**src/verilog/mds_pkg.sv**
```systemverilog
// Shared constants for the memory data switch
package mds_pkg;

  localparam int CLK_NS = 8;
  localparam int DW     = 64;
  localparam int NBYTE  = 8;

  // Rounds a least time up to whole cycles, never below one
  function automatic int ceil_cyc(input int ns);
    int c;
    c = (ns + CLK_NS - 1) / CLK_NS;
    return (c < 1) ? 1 : c;
  endfunction : ceil_cyc

  // Rounds a longest time down to whole cycles, never below one
  function automatic int floor_cyc(input int ns);
    int c;
    c = ns / CLK_NS;
    return (c < 1) ? 1 : c;
  endfunction : floor_cyc

  // Event times from the start of a cycle, ns
  localparam int STROBE_NS   = 55;
  localparam int STROBE_W_NS = 8;
  localparam int RSEL_NS     = 130;
  localparam int TE_SET_NS   = 165;
  localparam int TE_CLR_NS   = 265;
  localparam int RD_PE_NS    = 235;
  localparam int WR_HOLD_NS  = 250;
  localparam int OE_SET_NS   = 270;
  localparam int OE_CLR_NS   = 370;
  localparam int STAGES      = 12;
  localparam int STAGE_NS    = 50;
  localparam int TAP_STEP_NS = 5;
  localparam int CHAIN_NS    = STAGES * STAGE_NS;

  // Counter value at which each event is taken (edge count minus one); C_STR_W is the strobe width in cycles
  localparam logic [6:0] C_STROBE = 7'(ceil_cyc(STROBE_NS) - 1);
  localparam logic [6:0] C_STR_W  = 7'(floor_cyc(STROBE_W_NS));
  localparam logic [6:0] C_RSEL   = 7'(ceil_cyc(RSEL_NS) - 1);
  localparam logic [6:0] C_TE_SET = 7'(ceil_cyc(TE_SET_NS) - 1);
  localparam logic [6:0] C_TE_CLR = 7'(floor_cyc(TE_CLR_NS) - 1);
  localparam logic [6:0] C_RD_PE  = 7'(ceil_cyc(RD_PE_NS) - 1);
  localparam logic [6:0] C_WR_CLR = 7'(floor_cyc(WR_HOLD_NS) - 1);
  localparam logic [6:0] C_OE_SET = 7'(ceil_cyc(OE_SET_NS) - 1);
  localparam logic [6:0] C_OE_CLR = 7'(floor_cyc(OE_CLR_NS) - 1);
  localparam logic [6:0] C_END    = 7'(floor_cyc(CHAIN_NS) - 1);

  // Bytes of the inner word (bits 8..39), the rest form the outer word
  localparam logic [7:0] INNER_BYTES = 8'h1E;

  // Register byte addresses
  localparam logic [7:0] A_CTRL    = 8'h00;
  localparam logic [7:0] A_STATUS  = 8'h04;
  localparam logic [7:0] A_HOLD_LO = 8'h08;
  localparam logic [7:0] A_HOLD_HI = 8'h0C;
  localparam logic [7:0] A_CYCLES  = 8'h10;

  localparam int CTRL_EN    = 0;
  localparam int CTRL_START = 1;
  localparam logic [1:0] CTRL_RST = 2'h1;

  localparam logic [1:0] HTRANS_NONSEQ = 2'h2;

  typedef enum logic [1:0] {
    MDS_IDLE = 2'b01,
    MDS_RUN  = 2'b10
  } mds_state_e;

endpackage : mds_pkg

```
**src/verilog/mds_switch.sv**
```systemverilog
// Memory data switch: holding latches, read/transfer selector, timing
//
// The address map and the AHB-Lite slave port are this design's own decisions.
`timescale 1ns/1ps

// How it works
// - Selector forwards read or transfer data to I/O
// - Choose PE or I/O write data into latches
// - Holding latches keep write and transfer data
// - Datapath is eight byte slices of eight bits
// - Inner word bits 8-39 of PE data gated by inner enable
// - Outer word bytes of PE data gated by outer enable
// - I/O write select gates I/O data in
// - PE select ANDed with each latched word enable
// - Eight byte strobes near 55 ns, 8 ns wide
// - Output enable steers read data out
// - Transfer enable steers held transfer data out
// - Output bus valid in transfer and output periods
// - Read data to PE valid 235 to 165 ns
// - Write data to memory held about 250 ns
// - PE input data bits are inverted polarity
// - Twelve 50 ns stages timed in 5 ns steps; the counter here steps 8 ns
// - Word enables latched early, kept whole cycle
// - Buffer and I/O read selects latched at a tap
// - Buffer read select set at 130 ns, held through output
// - Output period from 270 ns to 370 ns
// - Transfer period from 165 ns to 265 ns
module mds_switch (
  input  wire logic        hclk,
  input  wire logic        hresetn,
  input  wire logic        clk_en,
  input  wire logic        hsel,
  input  wire logic [31:0] haddr,
  input  wire logic [1:0]  htrans,
  input  wire logic        hwrite,
  input  wire logic [2:0]  hsize,
  input  wire logic        hready,
  input  wire logic [31:0] hwdata,
  output logic      [31:0] hrdata,
  output logic             hreadyout,
  output logic             hresp,
  input  wire logic        cycle_initiate,
  input  wire logic        transfer_cycle,
  input  wire logic        outer_word_enable,
  input  wire logic        inner_word_enable,
  input  wire logic        pe_write_transfer_select,
  input  wire logic        io_write_select,
  input  wire logic        buffer_read_select,
  input  wire logic        io_read_select,
  input  wire logic [63:0] pe_input_data,
  input  wire logic [63:0] io_write_data,
  input  wire logic [63:0] memory_read_data,
  output logic      [63:0] memory_write_data,
  output logic             memory_write_valid,
  output logic      [63:0] pe_output_data,
  output logic      [63:0] buffer_io_output_data,
  output logic      [7:0]  latch_strobe,
  output logic             output_gate_enable,
  output logic             transfer_gate_enable,
  output logic             outer_word_enable_latched,
  output logic             inner_word_enable_latched,
  output logic             buffer_read_select_latched,
  output logic             io_read_select_latched,
  output logic             cycle_busy
);

  // Timing chain
  mds_pkg::mds_state_e st_ff;
  mds_pkg::mds_state_e nxt_st;
  logic [6:0]  cnt_ff;
  logic [6:0]  nxt_cnt;
  logic        running;
  logic        start;
  logic [7:0]  strb_ff;
  logic        xfer_ff;
  logic        wr_src_ff;

  // Register file
  logic [1:0]  ctrl_ff;
  logic [31:0] cycles_ff;
  logic        ph_wr_ff;
  logic [7:0]  ph_addr_ff;
  logic        sw_start;

  // Datapath
  logic [63:0] hold_ff;
  logic [63:0] pe_data_pos;
  logic [63:0] src_data;
  logic [7:0]  src_byte_en;
  logic [7:0]  byte_load;
  logic        outer_ff;
  logic        inner_ff;
  logic        pe_path;
  logic        io_path;
  logic        te_ff;
  logic        oe_ff;
  logic        brs_ff;
  logic        iors_ff;
  logic        mwv_ff;
  logic [63:0] pe_out_ff;
  logic [63:0] bio_ff;
  logic        read_cyc;

  function automatic logic tap(input logic [6:0] c, input logic [6:0] k);
    return c == k;
  endfunction : tap

  assign running = (st_ff == mds_pkg::MDS_RUN);
  assign sw_start = ph_wr_ff & (ph_addr_ff == mds_pkg::A_CTRL)
                  & hwdata[mds_pkg::CTRL_START];
  assign start = ~running
               & ((cycle_initiate & ctrl_ff[mds_pkg::CTRL_EN]) | sw_start);

  // Counter stands in for the series delay stages
  always_comb begin
    nxt_st  = st_ff;
    nxt_cnt = cnt_ff;
    unique case (st_ff)
      mds_pkg::MDS_IDLE: begin
        if (start) begin
          nxt_st  = mds_pkg::MDS_RUN;
          nxt_cnt = '0;
        end
      end
      mds_pkg::MDS_RUN: begin
        if (tap(cnt_ff, mds_pkg::C_END)) begin
          nxt_st = mds_pkg::MDS_IDLE;
        end
        nxt_cnt = cnt_ff + 7'h01;
      end
      default: begin
        nxt_st = mds_pkg::MDS_IDLE;
      end
    endcase
  end

  always_ff @(posedge hclk or negedge hresetn) begin
    if (!hresetn) begin
      st_ff  <= mds_pkg::MDS_IDLE;
      cnt_ff <= 7'h00;
    end else if (clk_en) begin
      st_ff  <= nxt_st;
      cnt_ff <= nxt_cnt;
    end
  end

  // Word enables and cycle kind caught as the cycle starts
  always_ff @(posedge hclk or negedge hresetn) begin
    if (!hresetn) begin
      outer_ff  <= 1'b0;
      inner_ff  <= 1'b0;
      xfer_ff   <= 1'b0;
      wr_src_ff <= 1'b0;
    end else if (clk_en && start) begin
      outer_ff  <= outer_word_enable;
      inner_ff  <= inner_word_enable;
      xfer_ff   <= transfer_cycle;
      wr_src_ff <= io_write_select | pe_write_transfer_select;
    end
  end

  // Read destinations held until the output period closes
  always_ff @(posedge hclk or negedge hresetn) begin
    if (!hresetn) begin
      brs_ff  <= 1'b0;
      iors_ff <= 1'b0;
    end else if (clk_en && running) begin
      if (tap(cnt_ff, mds_pkg::C_RSEL)) begin
        brs_ff  <= buffer_read_select;
        iors_ff <= io_read_select;
      end else if (tap(cnt_ff, mds_pkg::C_OE_CLR)) begin
        brs_ff  <= 1'b0;
        iors_ff <= 1'b0;
      end
    end
  end

  // One strobe per byte slice
  always_ff @(posedge hclk or negedge hresetn) begin
    if (!hresetn) begin
      strb_ff <= 8'h00;
    end else if (clk_en) begin
      strb_ff <= {mds_pkg::NBYTE{running
                 & tap(cnt_ff, mds_pkg::C_STROBE)}};
    end
  end

  // Source selection; I/O wins so only one path loads
  assign pe_data_pos = ~pe_input_data;
  assign io_path = io_write_select;
  assign pe_path = pe_write_transfer_select & ~io_write_select;
  assign src_data = io_path ? io_write_data : pe_data_pos;
  assign src_byte_en = io_path ? 8'hFF
                     : {mds_pkg::NBYTE{pe_path}}
                       & ((mds_pkg::INNER_BYTES & {8{inner_ff}})
                       | (~mds_pkg::INNER_BYTES & {8{outer_ff}}));
  assign byte_load = strb_ff & src_byte_en;

  // Holding latches, one byte slice each
  always_ff @(posedge hclk or negedge hresetn) begin
    if (!hresetn) begin
      hold_ff <= 64'h0;
    end else if (clk_en) begin
      for (int b = 0; b < mds_pkg::NBYTE; b++) begin
        if (byte_load[b]) begin
          hold_ff[b*8 +: 8] <= src_data[b*8 +: 8];
        end
      end
    end
  end

  // Memory write window opens with the load, closes near 250 ns
  always_ff @(posedge hclk or negedge hresetn) begin
    if (!hresetn) begin
      mwv_ff <= 1'b0;
    end else if (clk_en) begin
      if (running && tap(cnt_ff, mds_pkg::C_WR_CLR)) begin
        mwv_ff <= 1'b0;
      end else if (running && tap(cnt_ff, mds_pkg::C_STROBE + 7'h01)
                   && !xfer_ff && wr_src_ff) begin
        mwv_ff <= 1'b1;
      end
    end
  end

  assign read_cyc = brs_ff | iors_ff;

  // Memory read data taken after it settles, held to next capture
  always_ff @(posedge hclk or negedge hresetn) begin
    if (!hresetn) begin
      pe_out_ff <= 64'h0;
    end else if (clk_en && running && !xfer_ff
                 && tap(cnt_ff, mds_pkg::C_RD_PE)) begin
      pe_out_ff <= memory_read_data;
    end
  end

  // Transfer and output periods with their selector data
  always_ff @(posedge hclk or negedge hresetn) begin
    if (!hresetn) begin
      te_ff  <= 1'b0;
      oe_ff  <= 1'b0;
      bio_ff <= 64'h0;
    end else if (clk_en && running) begin
      if (tap(cnt_ff, mds_pkg::C_TE_SET) && xfer_ff) begin
        te_ff  <= 1'b1;
        bio_ff <= hold_ff;
      end else if (tap(cnt_ff, mds_pkg::C_TE_CLR)) begin
        te_ff <= 1'b0;
      end
      if (tap(cnt_ff, mds_pkg::C_OE_SET) && read_cyc && !xfer_ff) begin
        oe_ff  <= 1'b1;
        bio_ff <= pe_out_ff;
      end else if (tap(cnt_ff, mds_pkg::C_OE_CLR)) begin
        oe_ff <= 1'b0;
      end
    end
  end

  // AHB-Lite slave, zero wait states, stalls while the clock is held
  always_ff @(posedge hclk or negedge hresetn) begin
    if (!hresetn) begin
      ph_wr_ff   <= 1'b0;
      ph_addr_ff <= 8'h00;
    end else if (clk_en) begin
      ph_wr_ff   <= hsel & hready & htrans[1] & hwrite;
      ph_addr_ff <= haddr[7:0];
    end
  end

  always_ff @(posedge hclk or negedge hresetn) begin
    if (!hresetn) begin
      ctrl_ff   <= mds_pkg::CTRL_RST;
      cycles_ff <= 32'h0;
    end else if (clk_en) begin
      if (ph_wr_ff && ph_addr_ff == mds_pkg::A_CTRL) begin
        ctrl_ff <= {1'b0, hwdata[mds_pkg::CTRL_EN]};
      end
      if (running && tap(cnt_ff, mds_pkg::C_END)) begin
        cycles_ff <= cycles_ff + 32'h1;
      end
    end
  end

  logic [7:0]  rd_addr_ff;
  logic [31:0] rd_mux;

  always_ff @(posedge hclk or negedge hresetn) begin
    if (!hresetn) begin
      rd_addr_ff <= 8'hFF;
    end else if (clk_en && hsel && hready) begin
      rd_addr_ff <= haddr[7:0];
    end
  end

  always_comb begin
    unique case (rd_addr_ff)
      mds_pkg::A_CTRL:    rd_mux = {30'h0, ctrl_ff};
      mds_pkg::A_STATUS:  rd_mux = {16'h0, 1'b0, cnt_ff, mwv_ff,
                                    oe_ff, te_ff, iors_ff, brs_ff,
                                    inner_ff, outer_ff, running};
      mds_pkg::A_HOLD_LO: rd_mux = hold_ff[31:0];
      mds_pkg::A_HOLD_HI: rd_mux = hold_ff[63:32];
      mds_pkg::A_CYCLES:  rd_mux = cycles_ff;
      default:            rd_mux = 32'h0;
    endcase
  end

  assign hrdata    = rd_mux;
  assign hreadyout = clk_en;
  assign hresp     = 1'b0;

  assign memory_write_data          = hold_ff;
  assign memory_write_valid         = mwv_ff;
  assign pe_output_data             = pe_out_ff;
  assign buffer_io_output_data      = bio_ff;
  assign latch_strobe               = strb_ff;
  assign output_gate_enable         = oe_ff;
  assign transfer_gate_enable       = te_ff;
  assign outer_word_enable_latched  = outer_ff;
  assign inner_word_enable_latched  = inner_ff;
  assign buffer_read_select_latched = brs_ff;
  assign io_read_select_latched     = iors_ff;
  assign cycle_busy                 = running;

endmodule : mds_switch
```
**config.mk**
```make
export PLATFORM = sky130hd
export DESIGN_NAME = mds_switch
export DESIGN_NICKNAME = d
export VERILOG_FILES = /design/src/verilog/mds_pkg.sv /design/src/verilog/mds_switch.sv
export SDC_FILE = /design/constraint.sdc
export NUM_CORES = 1
export LEC_CHECK = 0
export BUFFER_PORTS_ARGS = -buffer_cell sky130_fd_sc_hd__buf_2
export CAP_MARGIN = 15
export CORE_MARGIN = 3
export CORE_UTILIZATION = 30
export DETAILED_ROUTE_END_ITERATION = 12
export GPL_TIMING_DRIVEN = 0
export HOLD_SLACK_MARGIN = 0.06
export PLACE_DENSITY = 0.6
export SETUP_SLACK_MARGIN = 0.3
export SLEW_MARGIN = 20
export SYNTH_ARGS = -nofsm -noshare
export SYNTH_HDL_FRONTEND = slang
export SYNTH_SLANG_ARGS = --single-unit
```
**constraint.sdc**
```tcl
create_clock -name hclk -period 2.8 [get_ports hclk]
set_input_delay 0.7 -clock hclk [delete_from_list [all_inputs] [get_ports hclk]]
set_output_delay 0.7 -clock hclk [all_outputs]
set_load 0.02 [all_outputs]
```
-- Word level (Yosys, flattened, before mapping)
Cells that the tools add are included.
W data, S select, Z words.
- add/subtract/negate cells: 2
- equal/unequal tests: 18
- mux-type cells: 18
- bitwise gates (word level): 18
- reduce and logical (&&, ||, !) cells: 41
- operators by type and width (kind ; count):
    $mux W64 ; 3
    $pmux W32 S5 ; 1
    $not A64 Y64 ; 1
    $add A32 B1 Y32 const B ; 1
    $reduce_and A2 Y1 ; 15
    $eq A7 B5 Y1 const B ; 4
    $eq A7 B6 Y1 const B ; 3
    $and A8 B8 Y8 ; 2
    $eq A8 B4 Y1 const B ; 2
    $logic_not A8 Y1 ; 2
    $logic_and A1 B1 Y1 ; 15
    $eq A7 B3 Y1 const B ; 2
    $pmux W7 S2 ; 1
    $reduce_bool A2 Y1 ; 6
    $and A1 B1 Y1 ; 9
    $eq A8 B3 Y1 const B ; 1
    $eq A8 B5 Y1 const B ; 1
    $mux W1 ; 8
    $mux W8 ; 1
    $or A5 B8 Y8 ; 1
    $add A7 B1 Y7 const B ; 1
    $eq A7 B7 Y1 const B ; 1
    $mux W7 ; 1
    $reduce_and A3 Y1 ; 2
    other kinds (9) ; 13
- register bits after elaboration: 261
- input port bits: 275
- word-level logic and storage cells: 124

-- Depth between registers and ports, before layout
Gate-level depths: netlist of run 1.
- depth in word-level cells: 7
- gate-level depth with buffers: 8
- gate-level depth less buffers: 6

-- Least setup slack after synthesis of run 1
OpenSTA, ideal clock, no wires.
- kind: reg2out
- start: reg rd_addr_ff[1]
- end: out hrdata[12]
- data arrival time: 2.041 ns
- required time: 2.100 ns
- slack: 0.059 ns
- cell stages (with the launch flop): 5
- cells stage by stage: dfstp_2 or4_1 or3_1 clkbuf_1 o21ai_0
- longest elaborated chain between the ends: 2
- RTL lines (what ; line ; source):
    from (decl) ; mds_switch.sv:285 ; logic [7:0] rd_addr_ff;
    from (signal assigned) ; mds_switch.sv:292 ; rd_addr_ff <= haddr[7:0];
    $eq A8 B5 Y1 (tied with other cells) ; mds_switch.sv:297 ; unique case (rd_addr_ff)
    $pmux W32 S5 (*) ; mds_switch.sv:297 ;
    to (decl) ; mds_switch.sv:39 ; output logic [31:0] hrdata,
Every way passes the cells marked *; elsewhere a longest branch is shown, timed or not.

-- Worst setup path after layout of run 1
- start: reg rd_addr_ff[4]
- end: out hrdata[15]
Same word-level chain as after synthesis.

==> reports/metrics.yaml, run 1 <==
status: "finished, violations left"
violations: "negative setup slack"
skew_ns: 0.0138
drtIter0Drc: 772
dpl-instance-area_sq_um: 15700
hp-class: "in -> async"
relSlewSlack_pct: 37.5
setup_ws_ns: -0.478
crit_path_end_kind: "primary output"
gp_congestion: 0.849
leakage_nw: 9.42
antenna_found_initial: 3
avgRoutedWirePerCell_microns: 23.8
io_buffers: 457
pre_cts_slack_ns: -0.650
layout-drive-gt1-share_pct: 51.2
synth.distinct_cells: 61
syn_area_sq_um: 12500
ys_warn_count: 0
cpMostUsedCell: "buf_6"
nets: 1932
remaining_drc_errors: 0
core_sq_um: 41100
cp_max_fo: 5
crit_path_top_delay_cell: "a222oi_1"
syn-num-nets: 1400
period_share_pct: 117
firstDrtPassIters: 8
path_clk_slew_ns: 0.06
grt.overflow.total: 0
viasPerCell: 5.14
dieHeight_microns: 210
dp_hpwl_microns: 39200
rsz0062_at_grt: "true"
syn_area_per_cell_sq_um: 11.2
syn_inst: 1120
cp.arrival_ns: 2.58
slowest_delay_ns: 0.63
fillers: 3946
grt_pass1_vias: 11200
cts.sinks: 261
drv_slew: 0
grt_usage_pct: 22.0
ir_worst_vdd_mv: 0.393
p_per_area_nw_per_um2: 478
final_area_sq_um: 18100
numCtsBuffers: 30
ios: 517
finalSetupViolCount: 32
start_kind: "register"
synth-edff-count: 0
drtAntennaViolNets: 0
cts_tree: "built"
wl_microns: 52500
max-cap-violations: 0
clock_path_buffers: 3
whs_ns: 0.141
htree_num_levels: 1
timing.fmax_mhz: 305
vias: 11400
grt_max_degree: 95
cp_cell_sequence: "nand2b_4 -> nor4_4 -> buf_6 -> clkbuf_16 -> a222oi_1 -> inv_1 -> buf_6"
grt_pass1_wl_microns: 73100
cts_root_buf: "clkbuf_16"
synth_ff_type: "dfrtp_1"
crit_required_ns: 2.10
initial_utilization_pct: 30.5
crit_type: "reg -> out"
report.final.hold_viol_count: 0
areaGrowthSynthToFinish_pct: 44.6
clk_latency_ns: 0.57
ys_seq_elements: 261
chipWidth_microns: 210
yosysSeqAreaShare_pct: 52.2
period_minus_slack_ns: 3.28
num_rows: 74
dieArea_sq_um: 44300
tightest_slew_ns: 0.938
synthArstFlopShare_pct: 100
-- cells by family (layout without fill, tap and decap cells) --
logic type | after synthesis | count (layout) | share of synthesized area [%]
simple gates | 269 | 269 | 10.4
flops | 261 | 261 | 52.2
buf+inv | 110 | 666 | 4.53
compound gates | 228 | 228 | 10.9
other cells | 1 | 2 | 0.0299
xor+xnor | 31 | 31 | 2.16
fa+ha+maj | 5 | 5 | 0.499
mux | 215 | 215 | 19.3
-- synth_stat cells, types with 11 or more instances --
cell,number,share of area [%]
a21oi_1,139,5.5
a222oi_1,17,1.4
a22oi_1,28,1.7
buf_4,16,0.96
buf_6,12,1.1
clkbuf_1,45,1.3
dfrtp_1,251,50
inv_1,30,0.90
mux2_1,14,1.3
mux2_2,199,18
nand2_1,34,1.0
nand3_1,14,0.56
nor2_1,140,4.2
nor3_1,11,0.44
nor4_1,13,0.65
o21ai_0,17,0.68
xnor2_1,14,0.98
xor2_1,17,1.2
-- area by class of cell --
class	instances	area [sq um]	share of cell area (%)
multi-input cells	749	6090	33.6
well taps	532	666	3.67
flip-flops and latches	261	6550	36.1
inverters	31	118	0.649
plain buffers	79	637	3.51
clock inverters	13	164	0.904
clock buffers	43	860	4.74
repair buffers	500	3050	16.8
diodes	1	2.50	0.0138
-- worst paths after layout --
check                                          startpoint                                      to  slack, ns  cells past startpoint
worst min register to register  cycles_ff[31]$_DFFE_PN0P_               cycles_ff[31]$_DFFE_PN0P_       0.48                      1
worst max-delay path            rd_addr_ff[4]$_DFFE_PN1P_                              hrdata[15]      -0.48                      7
min in group hclk                      buffer_read_select  buffer_read_select_latched$_DFFE_PN0P_       0.35                      3
worst max register to register      cnt_ff[1]$_DFFE_PN0P_   buffer_io_output_data[48]$_DFFE_PN0P_       0.19                      9
worst min-delay path                              hresetn   buffer_io_output_data[18]$_DFFE_PN0P_       0.14                      1
max in group asynchronous                         hresetn   buffer_io_output_data[41]$_DFFE_PN0P_       1.73                      2
-- worst max-delay path, delay by kind of cell, from the launching register on --
family	cells	cell delay, ns
compound gates	1	0.63
buf+inv	4	0.60
flops	1	0.57
simple gates	2	0.21
-- layout by cell type, fill, tap and decap left out, types with 4 or more instances in the layout --
cell       count
buf_2        426
dfrtp_1      250
a21oi_1      139
nor2_1       138
mux2_2       106
mux2_4       102
buf_6         58
clkbuf_1      36
clkbuf_16     36
nand2_1       34
buf_4         31
inv_1         29
a22oi_1       17
xor2_1        17
a222oi_1      17
nand3_1       14
xnor2_1       14
a22oi_2       11
nor3_1        11
nor4_1        11
nand4_1       10
o21ai_4       10
dfstp_2       10
clkbuf_2       8
buf_12         8
nand2b_1       6
buf_8          6
o21ai_0        6
clkinv_2       6
clkbuf_8       6
o21ai_1        5
mux2_1         5
and4_1         5
a211o_1        5
and2_1         4
nor2b_1        4
ha_1           4
buf_16         4
-- flip-flops by register name, indices dropped and copies added (netlist names) --
signal,flops
output_gate_enable,1
memory_write_valid,1
pe_output_data,64
st_ff,2
outer_word_enable_latched,1
transfer_gate_enable,1
xfer_ff,1
ph_wr_ff,1
latch_strobe,1
rd_addr_ff,8
cycles_ff,32
buffer_read_select_latched,1
inner_word_enable_latched,1
ph_addr_ff,8
memory_write_data,64
ctrl_ff,1
wr_src_ff,1
buffer_io_output_data,64
io_read_select_latched,1
cnt_ff,7
-- per-layer routing --
| layer | vias to the layer above | wire, microns | global-route usage, % |
|---|---|---|---|
| li1 | 5098 | - | - |
| met1 | 5699 | 21700 | 28.2 |
| met4 | 4 | 2020 | 7.69 |
| met5 | - | 19 | 0 |
| met3 | 93 | 3530 | 4.58 |
| met2 | 465 | 25200 | 37.2 |
-- where the power goes --
group          internal [mW]  switching [mW]
Clock                   2.41            1.65
Sequential              3.84          0.0659
Combinational          0.293           0.405
Total                   6.55            2.12
-- through the flow --
step	util, %	TNS, ns	cells	total power [mW]
floorplan	-	0	1120	4.22
global placement	38.1	-1095.06	2109	4.59
detailed placement	38.3	-32.72	2113	4.61
CTS	42.4	-14.47	2191	8.74
global route	44.1	-14.36	2208	8.97
finish	44.1	-11.70	2209	8.67
-- timing repair --
action	4_1_cts	5_1_grt
gates resized for setup	116	146
pin swaps	13	18
cloned	4	5
endpoints found under the hold margin	0	0
endpoints found under the setup margin	153	111
buffers inserted	18	12
hold buffers	0	0
Power figures use the tool's default switching activity.
==> inputs of run 2 (changes only) <==
--- a/config.mk
+++ b/config.mk
@@ -5,14 +5,15 @@
 export SDC_FILE = /design/constraint.sdc
 export NUM_CORES = 1
 export LEC_CHECK = 0
+export ABC_AREA = 1
 export BUFFER_PORTS_ARGS = -buffer_cell sky130_fd_sc_hd__buf_2
 export CAP_MARGIN = 15
-export CORE_MARGIN = 3
+export CORE_MARGIN = 8
 export CORE_UTILIZATION = 30
 export DETAILED_ROUTE_END_ITERATION = 12
 export GPL_TIMING_DRIVEN = 0
 export HOLD_SLACK_MARGIN = 0.06
-export PLACE_DENSITY = 0.6
+export PLACE_DENSITY = 0.59
 export SETUP_SLACK_MARGIN = 0.3
 export SLEW_MARGIN = 20
 export SYNTH_ARGS = -nofsm -noshare
==> run 2 against run 1 <==
The run still ends with negative setup slack left; synthesized cell count rose by 65%; global-route usage increased by 1.8 points; clock skew decreased by 0.0036 ns; sequential share of layout area fell by 2.0 points; clock power grew 24%; register-to-register slack improved by 0.24 ns; maximum frequency increased by 10%; cell count is 36% higher; critical endpoint is now hrdata[17].
==> reports/metrics.yaml, run 2 <==
synth_top_area_cell: "dfrtp_1"
wl_microns: 66000
nets: 2646
p_per_area_nw_per_um2: 520
final_area_sq_um: 19200
start_kind: "register"
timing.fmax_mhz: 337
leakage_nw: 10.6
relSlewSlack_pct: 30.3
mostFrequentLayoutCell: "nand2_1"
violations: "negative setup slack"
clock_path_buffers: 3
cp.arrival_ns: 2.27
ir_worst_vdd_mv: 0.388
remaining_drc_errors: 0
dp_hpwl_microns: 51500
cts_tree: "built"
slowest_delay_ns: 0.54
syn_inst: 1847
fin_util_pct: 41.5
numCtsBuffers: 35
hp-class: "in -> async"
crit_family: "flip-flops"
synth_ff_type: "dfrtp_1"
syn-num-nets: 2127
crit_type: "reg -> out"
crit_path_end_kind: "primary output"
period_minus_slack_ns: 2.97
htree_num_levels: 2
syn_area_per_cell_sq_um: 7.55
gp_congestion: 0.938
cts.sinks: 261
cts_root_buf: "clkbuf_16"
dieArea_sq_um: 53700
num_rows: 79
firstDrtPassIters: 5
vias: 14900
initial_utilization_pct: 30.2
status: "finished, violations left"
crit_required_ns: 2.10
core_sq_um: 46300
multiInputGateArea_sq_um: 6420
period_share_pct: 106
dpl-instance-area_sq_um: 17100
synth.distinct_cells: 37
synth_area_leaders: "dfrtp_1 45%, nand2_1 17%, nand3_1 8.5%, nor2_1 4.6%, o21ai_2 3.8%"
syn_area_sq_um: 14000
ctsHoldBuffers: 0
path_clk_slew_ns: 0.05
path_buf_inv: 4
setup_ws_ns: -0.169
yosysMostFrequentCell: "nand2_1"
synthArstFlopShare_pct: 100
finalPower_mw: 9.98
chipWidth_microns: 232
tightest_slew_ns: 1.05
antenna_found_initial: 5
regArea_sq_um: 6540
rsz0062_at_grt: "true"
synth-edff-count: 0
fillers: 4776
areaGrowthSynthToFinish_pct: 37.5
viasPerCell: 4.96
ios: 517
synth_commonest_cells: "614 x nand2_1, 251 x dfrtp_1, 236 x nand3_1"
ys_warn_count: 0
finalSetupViolCount: 28
drtIter0Drc: 1159
report.final.hold_viol_count: 0
drv_slew: 0
drtAntennaViolNets: 0
grt_usage_pct: 23.9
layout-drive-gt1-share_pct: 31.9
yosysSeqAreaShare_pct: 46.9
crit_path_top_delay_cell: "dfstp_2"
clk_latency_ns: 0.53
ys_seq_elements: 261
avgRoutedWirePerCell_microns: 22.0
grt_max_degree: 97
io_buffers: 457
final_cell_mix: "594 x nand2_1, 457 x buf_2, 251 x dfrtp_1"
grt_pass1_wl_microns: 96500
grt.overflow.total: 0
cp_cell_sequence: "inv_2 -> nor3_4 -> and2_4 -> buf_12 -> buf_8 -> nand2_1 -> o211ai_1 -> buf_4"
synth_top_area_share_pct: 45.0
max-cap-violations: 0
dieHeight_microns: 232
cp_max_fo: 6
grt_pass1_vias: 15200
skew_ns: 0.0103
[run 2: cell families after synthesis]
| kind of cell | synth area share [%] |
|---|---|
| flops | 46.9 |
| xor+xnor | 1.07 |
| fa+ha+maj | 0.448 |
| buf+inv | 8.74 |
| other cells | 0.0269 |
| compound gates | 10.5 |
| simple gates | 32.3 |
[run 2: worst paths after layout]
path / from / endpoint / slack (ns) / cells after the start
setup / recovery: rd_addr_ff[4]$_DFFE_PN1P_ / hrdata[17] / -0.17 / 8
hold / removal: hresetn / pe_output_data[25]$_DFFE_PN0P_ / 0.15 / 1
setup reg to reg: cnt_ff[1]$_DFFE_PN0P_ / buffer_io_output_data[58]$_DFFE_PN0P_ / 0.43 / 9
hold reg to reg: rd_addr_ff[0]$_DFFE_PN1P_ / rd_addr_ff[0]$_DFFE_PN1P_ / 0.49 / 2
max in group asynchronous: hresetn / buffer_io_output_data[40]$_DFFE_PN0P_ / 1.68 / 2
min in group hclk: haddr[0] / ph_addr_ff[0]$_DFFE_PN0P_ / 0.40 / 3
[run 2: timing repair]
action                     CTS  global route
pin swaps                   16             5
cloned                       3             0
setup endpoints to repair   33            38
buffers inserted            18             2
resized for setup          134            26
[run 2: per-stage QoR]
stage	cells	TNS [ns]	hold slack [ns]	setup slack (ns)
2_1_floorplan	1847	0	0.404	0.459
3_3_place_gp	2911	-1025.59	0.460	-4.00
3_5_place_dp	2913	-8.11	0.465	-0.437
4_1_cts	2997	-2.76	0.173	-0.147
5_1_grt	2999	-5.56	0.189	-0.241
6_report	3000	-3.17	0.148	-0.169
[run 2: final cells by class]
cell class	count	area share (%)
antenna	1	0.0130
buffer	112	4.58
clock buffer	47	5.39
clock inverter	16	1.41
inverter	141	2.80
multi-input combinational	1333	33.5
sequential	261	34.1
tap	607	3.96
timing repair buffer	482	14.2
[run 2: where the power goes]
group	switching [mW]	internal (mW)	total (mW)
Combinational	0.614	0.334	0.948
Sequential	0.116	3.87	3.98
Clock	1.80	3.24	5.04
Total	2.53	7.44	9.98
[run 2: metal layers]
metal	wire, microns	vias up	global-route usage, %
met5	11	-	0
met4	2540	2	9.03
met3	5230	111	5.04
met2	30600	647	39.4
li1	-	6982	-
met1	27600	7125	30.4
==> inputs of run 3 (changes only) <==
==> constraint.sdc (replaced) <==
create_clock -name hclk -period 2.9 [get_ports hclk]
set_input_delay 0.725 -clock hclk [delete_from_list [all_inputs] [get_ports hclk]]
set_output_delay 0.725 -clock hclk [all_outputs]
set_load 0.02 [all_outputs]
==> run 3 against run 2 <==
Largest cell class unchanged; critical path depth unchanged; register-to-register slack about the same; the run still ends with negative setup slack left; cell count about the same; core utilization barely moved; sequential share of layout area is essentially flat; total power decreased by 3.4%; count of clock-buffer cells in the layout did not move; global-route usage stayed put.
==> reports/metrics.yaml, run 3 (synthesized netlist as in run 2, its figures left out) <==
crit_family: "flip-flops"
wl_microns: 65900
relSlewSlack_pct: 30.6
path_clk_slew_ns: 0.05
setup_ws_ns: -0.0825
initial_utilization_pct: 30.2
nets: 2646
grt_pass1_vias: 15200
layout-drive-gt1-share_pct: 31.8
cts_tree: "built"
status: "finished, violations left"
whs_ns: 0.171
gp_congestion: 0.938
grt_usage_pct: 23.9
io_buffers: 457
period_share_pct: 103
dieHeight_microns: 232
mostFrequentLayoutCell: "nand2_1"
htree_num_levels: 2
clk_latency_ns: 0.54
ir_worst_vdd_mv: 0.377
pre_cts_slack_ns: -0.362
vias: 14800
timing.fmax_mhz: 335
areaGrowthSynthToFinish_pct: 37.4
drv_slew: 0
max-cap-violations: 0
antennaDiodeCount: 0
firstDrtPassIters: 5
cp.arrival_ns: 2.26
slowest_delay_ns: 0.54
crit_type: "reg -> out"
numCtsBuffers: 35
leakage_nw: 10.6
reg2reg_to: "buffer_io_output_data[33]$_DFFE_PN0P_"
tightest_slew_ns: 1.04
r2r_cells: 9
grt.overflow.total: 0
violations: "negative setup slack"
report.final.hold_viol_count: 0
path_buf_inv: 4
antenna_found_initial: 5
num_rows: 79
dp_hpwl_microns: 51500
hp-class: "in -> async"
start_kind: "register"
crit_path_top_delay_cell: "dfstp_2"
avgRoutedWirePerCell_microns: 22.0
core_sq_um: 46300
viasPerCell: 4.94
period_minus_slack_ns: 2.98
cp_max_fo: 6
ios: 517
grt_max_degree: 97
finalPower_mw: 9.64
ctsHoldBuffers: 0
crit_path_end_kind: "primary output"
clock_path_buffers: 3
dieArea_sq_um: 53700
cts.sinks: 261
cp_cell_sequence: "inv_2 -> nor3_4 -> and2_4 -> buf_12 -> buf_8 -> nand2_1 -> o211ai_1 -> buf_4"
drtIter0Drc: 1092
rsz0062_at_grt: "true"
r2r_slack_ns: 0.43
final_cell_mix: "594 x nand2_1, 457 x buf_2, 251 x dfrtp_1"
worstReg2RegStart: "cnt_ff[0]$_DFFE_PN0P_"
grt_pass1_wl_microns: 96500
drtAntennaViolNets: 0
cts_root_buf: "clkbuf_16"
chipWidth_microns: 232
skew_ns: 0.00943
finalSetupViolCount: 24
crit_required_ns: 2.17
p_per_area_nw_per_um2: 502
remaining_drc_errors: 0
-- run 3: metrics by stage --
stage                     utilization, %  instances  instance area, sq um  setup TNS [ns]
after floorplan                        -       1847                 14000               0
after global placement              36.7       2911                 17000        -1002.89
after detailed placement            36.9       2913                 17100           -4.84
after CTS                           41.2       2997                 19100          -0.816
after global routing                41.5       2999                 19200           -3.40
final                               41.5       2999                 19200          -0.858
-- run 3: worst register-to-register path: stages (launching register included) --
cell	delay, ns
dfrtp_1	0.55
ha_1	0.29
o21ai_0	0.10
nor2_1	0.34
buf_4	0.35
buf_2	0.28
nand3_1	0.09
nand2_1	0.07
nand2_1	0.21
nand2_1	0.12
-- run 3: metal layers --
metal  global-route usage (%)  up-vias  part of all wire (%)
met1                     30.4     7056                    42
li1                         -     6978                     -
met5                        0        -                 0.017
met3                     5.04      110                   7.9
met4                     9.03        2                   3.9
met2                     39.4      667                    46
-- run 3: layout make-up --
type,count,area [sq um]
Fill cell,4776,27100
Sequential cell,261,6540
Multi-Input combinational cell,1333,6430
Timing Repair Buffer,482,2730
Clock buffer,47,1030
Buffer,112,868
Tap cell,607,759
Inverter,141,537
Clock inverter,16,270
-- run 3: worst max-delay path by stage --
stage,startpoint,end,cells past startpoint,slack [ns]
floorplan,rd_addr_ff[3]$_DFFE_PN1P_,hrdata[15],5,0.53
global placement,hresetn,ph_addr_ff[4]$_DFFE_PN0P_,1,-3.93
detailed placement,rd_addr_ff[2]$_DFFE_PN1P_,hrdata[16],6,-0.36
CTS,rd_addr_ff[4]$_DFFE_PN1P_,hrdata[16],8,-0.07
global route,rd_addr_ff[4]$_DFFE_PN1P_,hrdata[16],8,-0.17
finish,rd_addr_ff[4]$_DFFE_PN1P_,hrdata[17],8,-0.08
-- run 3: timing repair --
item	in CTS	in global routing
hold endpoints to repair	0	0
pin swaps	16	6
resized for setup	134	21
gates cloned	3	0
setup endpoints to repair	33	33
setup buffers	18	2
-- run 3: where the power goes --
group | total [mW] | switching (mW) | internal, mW
registers | 3.85 | 0.115 | 3.74
clock network | 4.87 | 1.74 | 3.13
logic | 0.918 | 0.596 | 0.323
total | 9.64 | 2.45 | 7.19
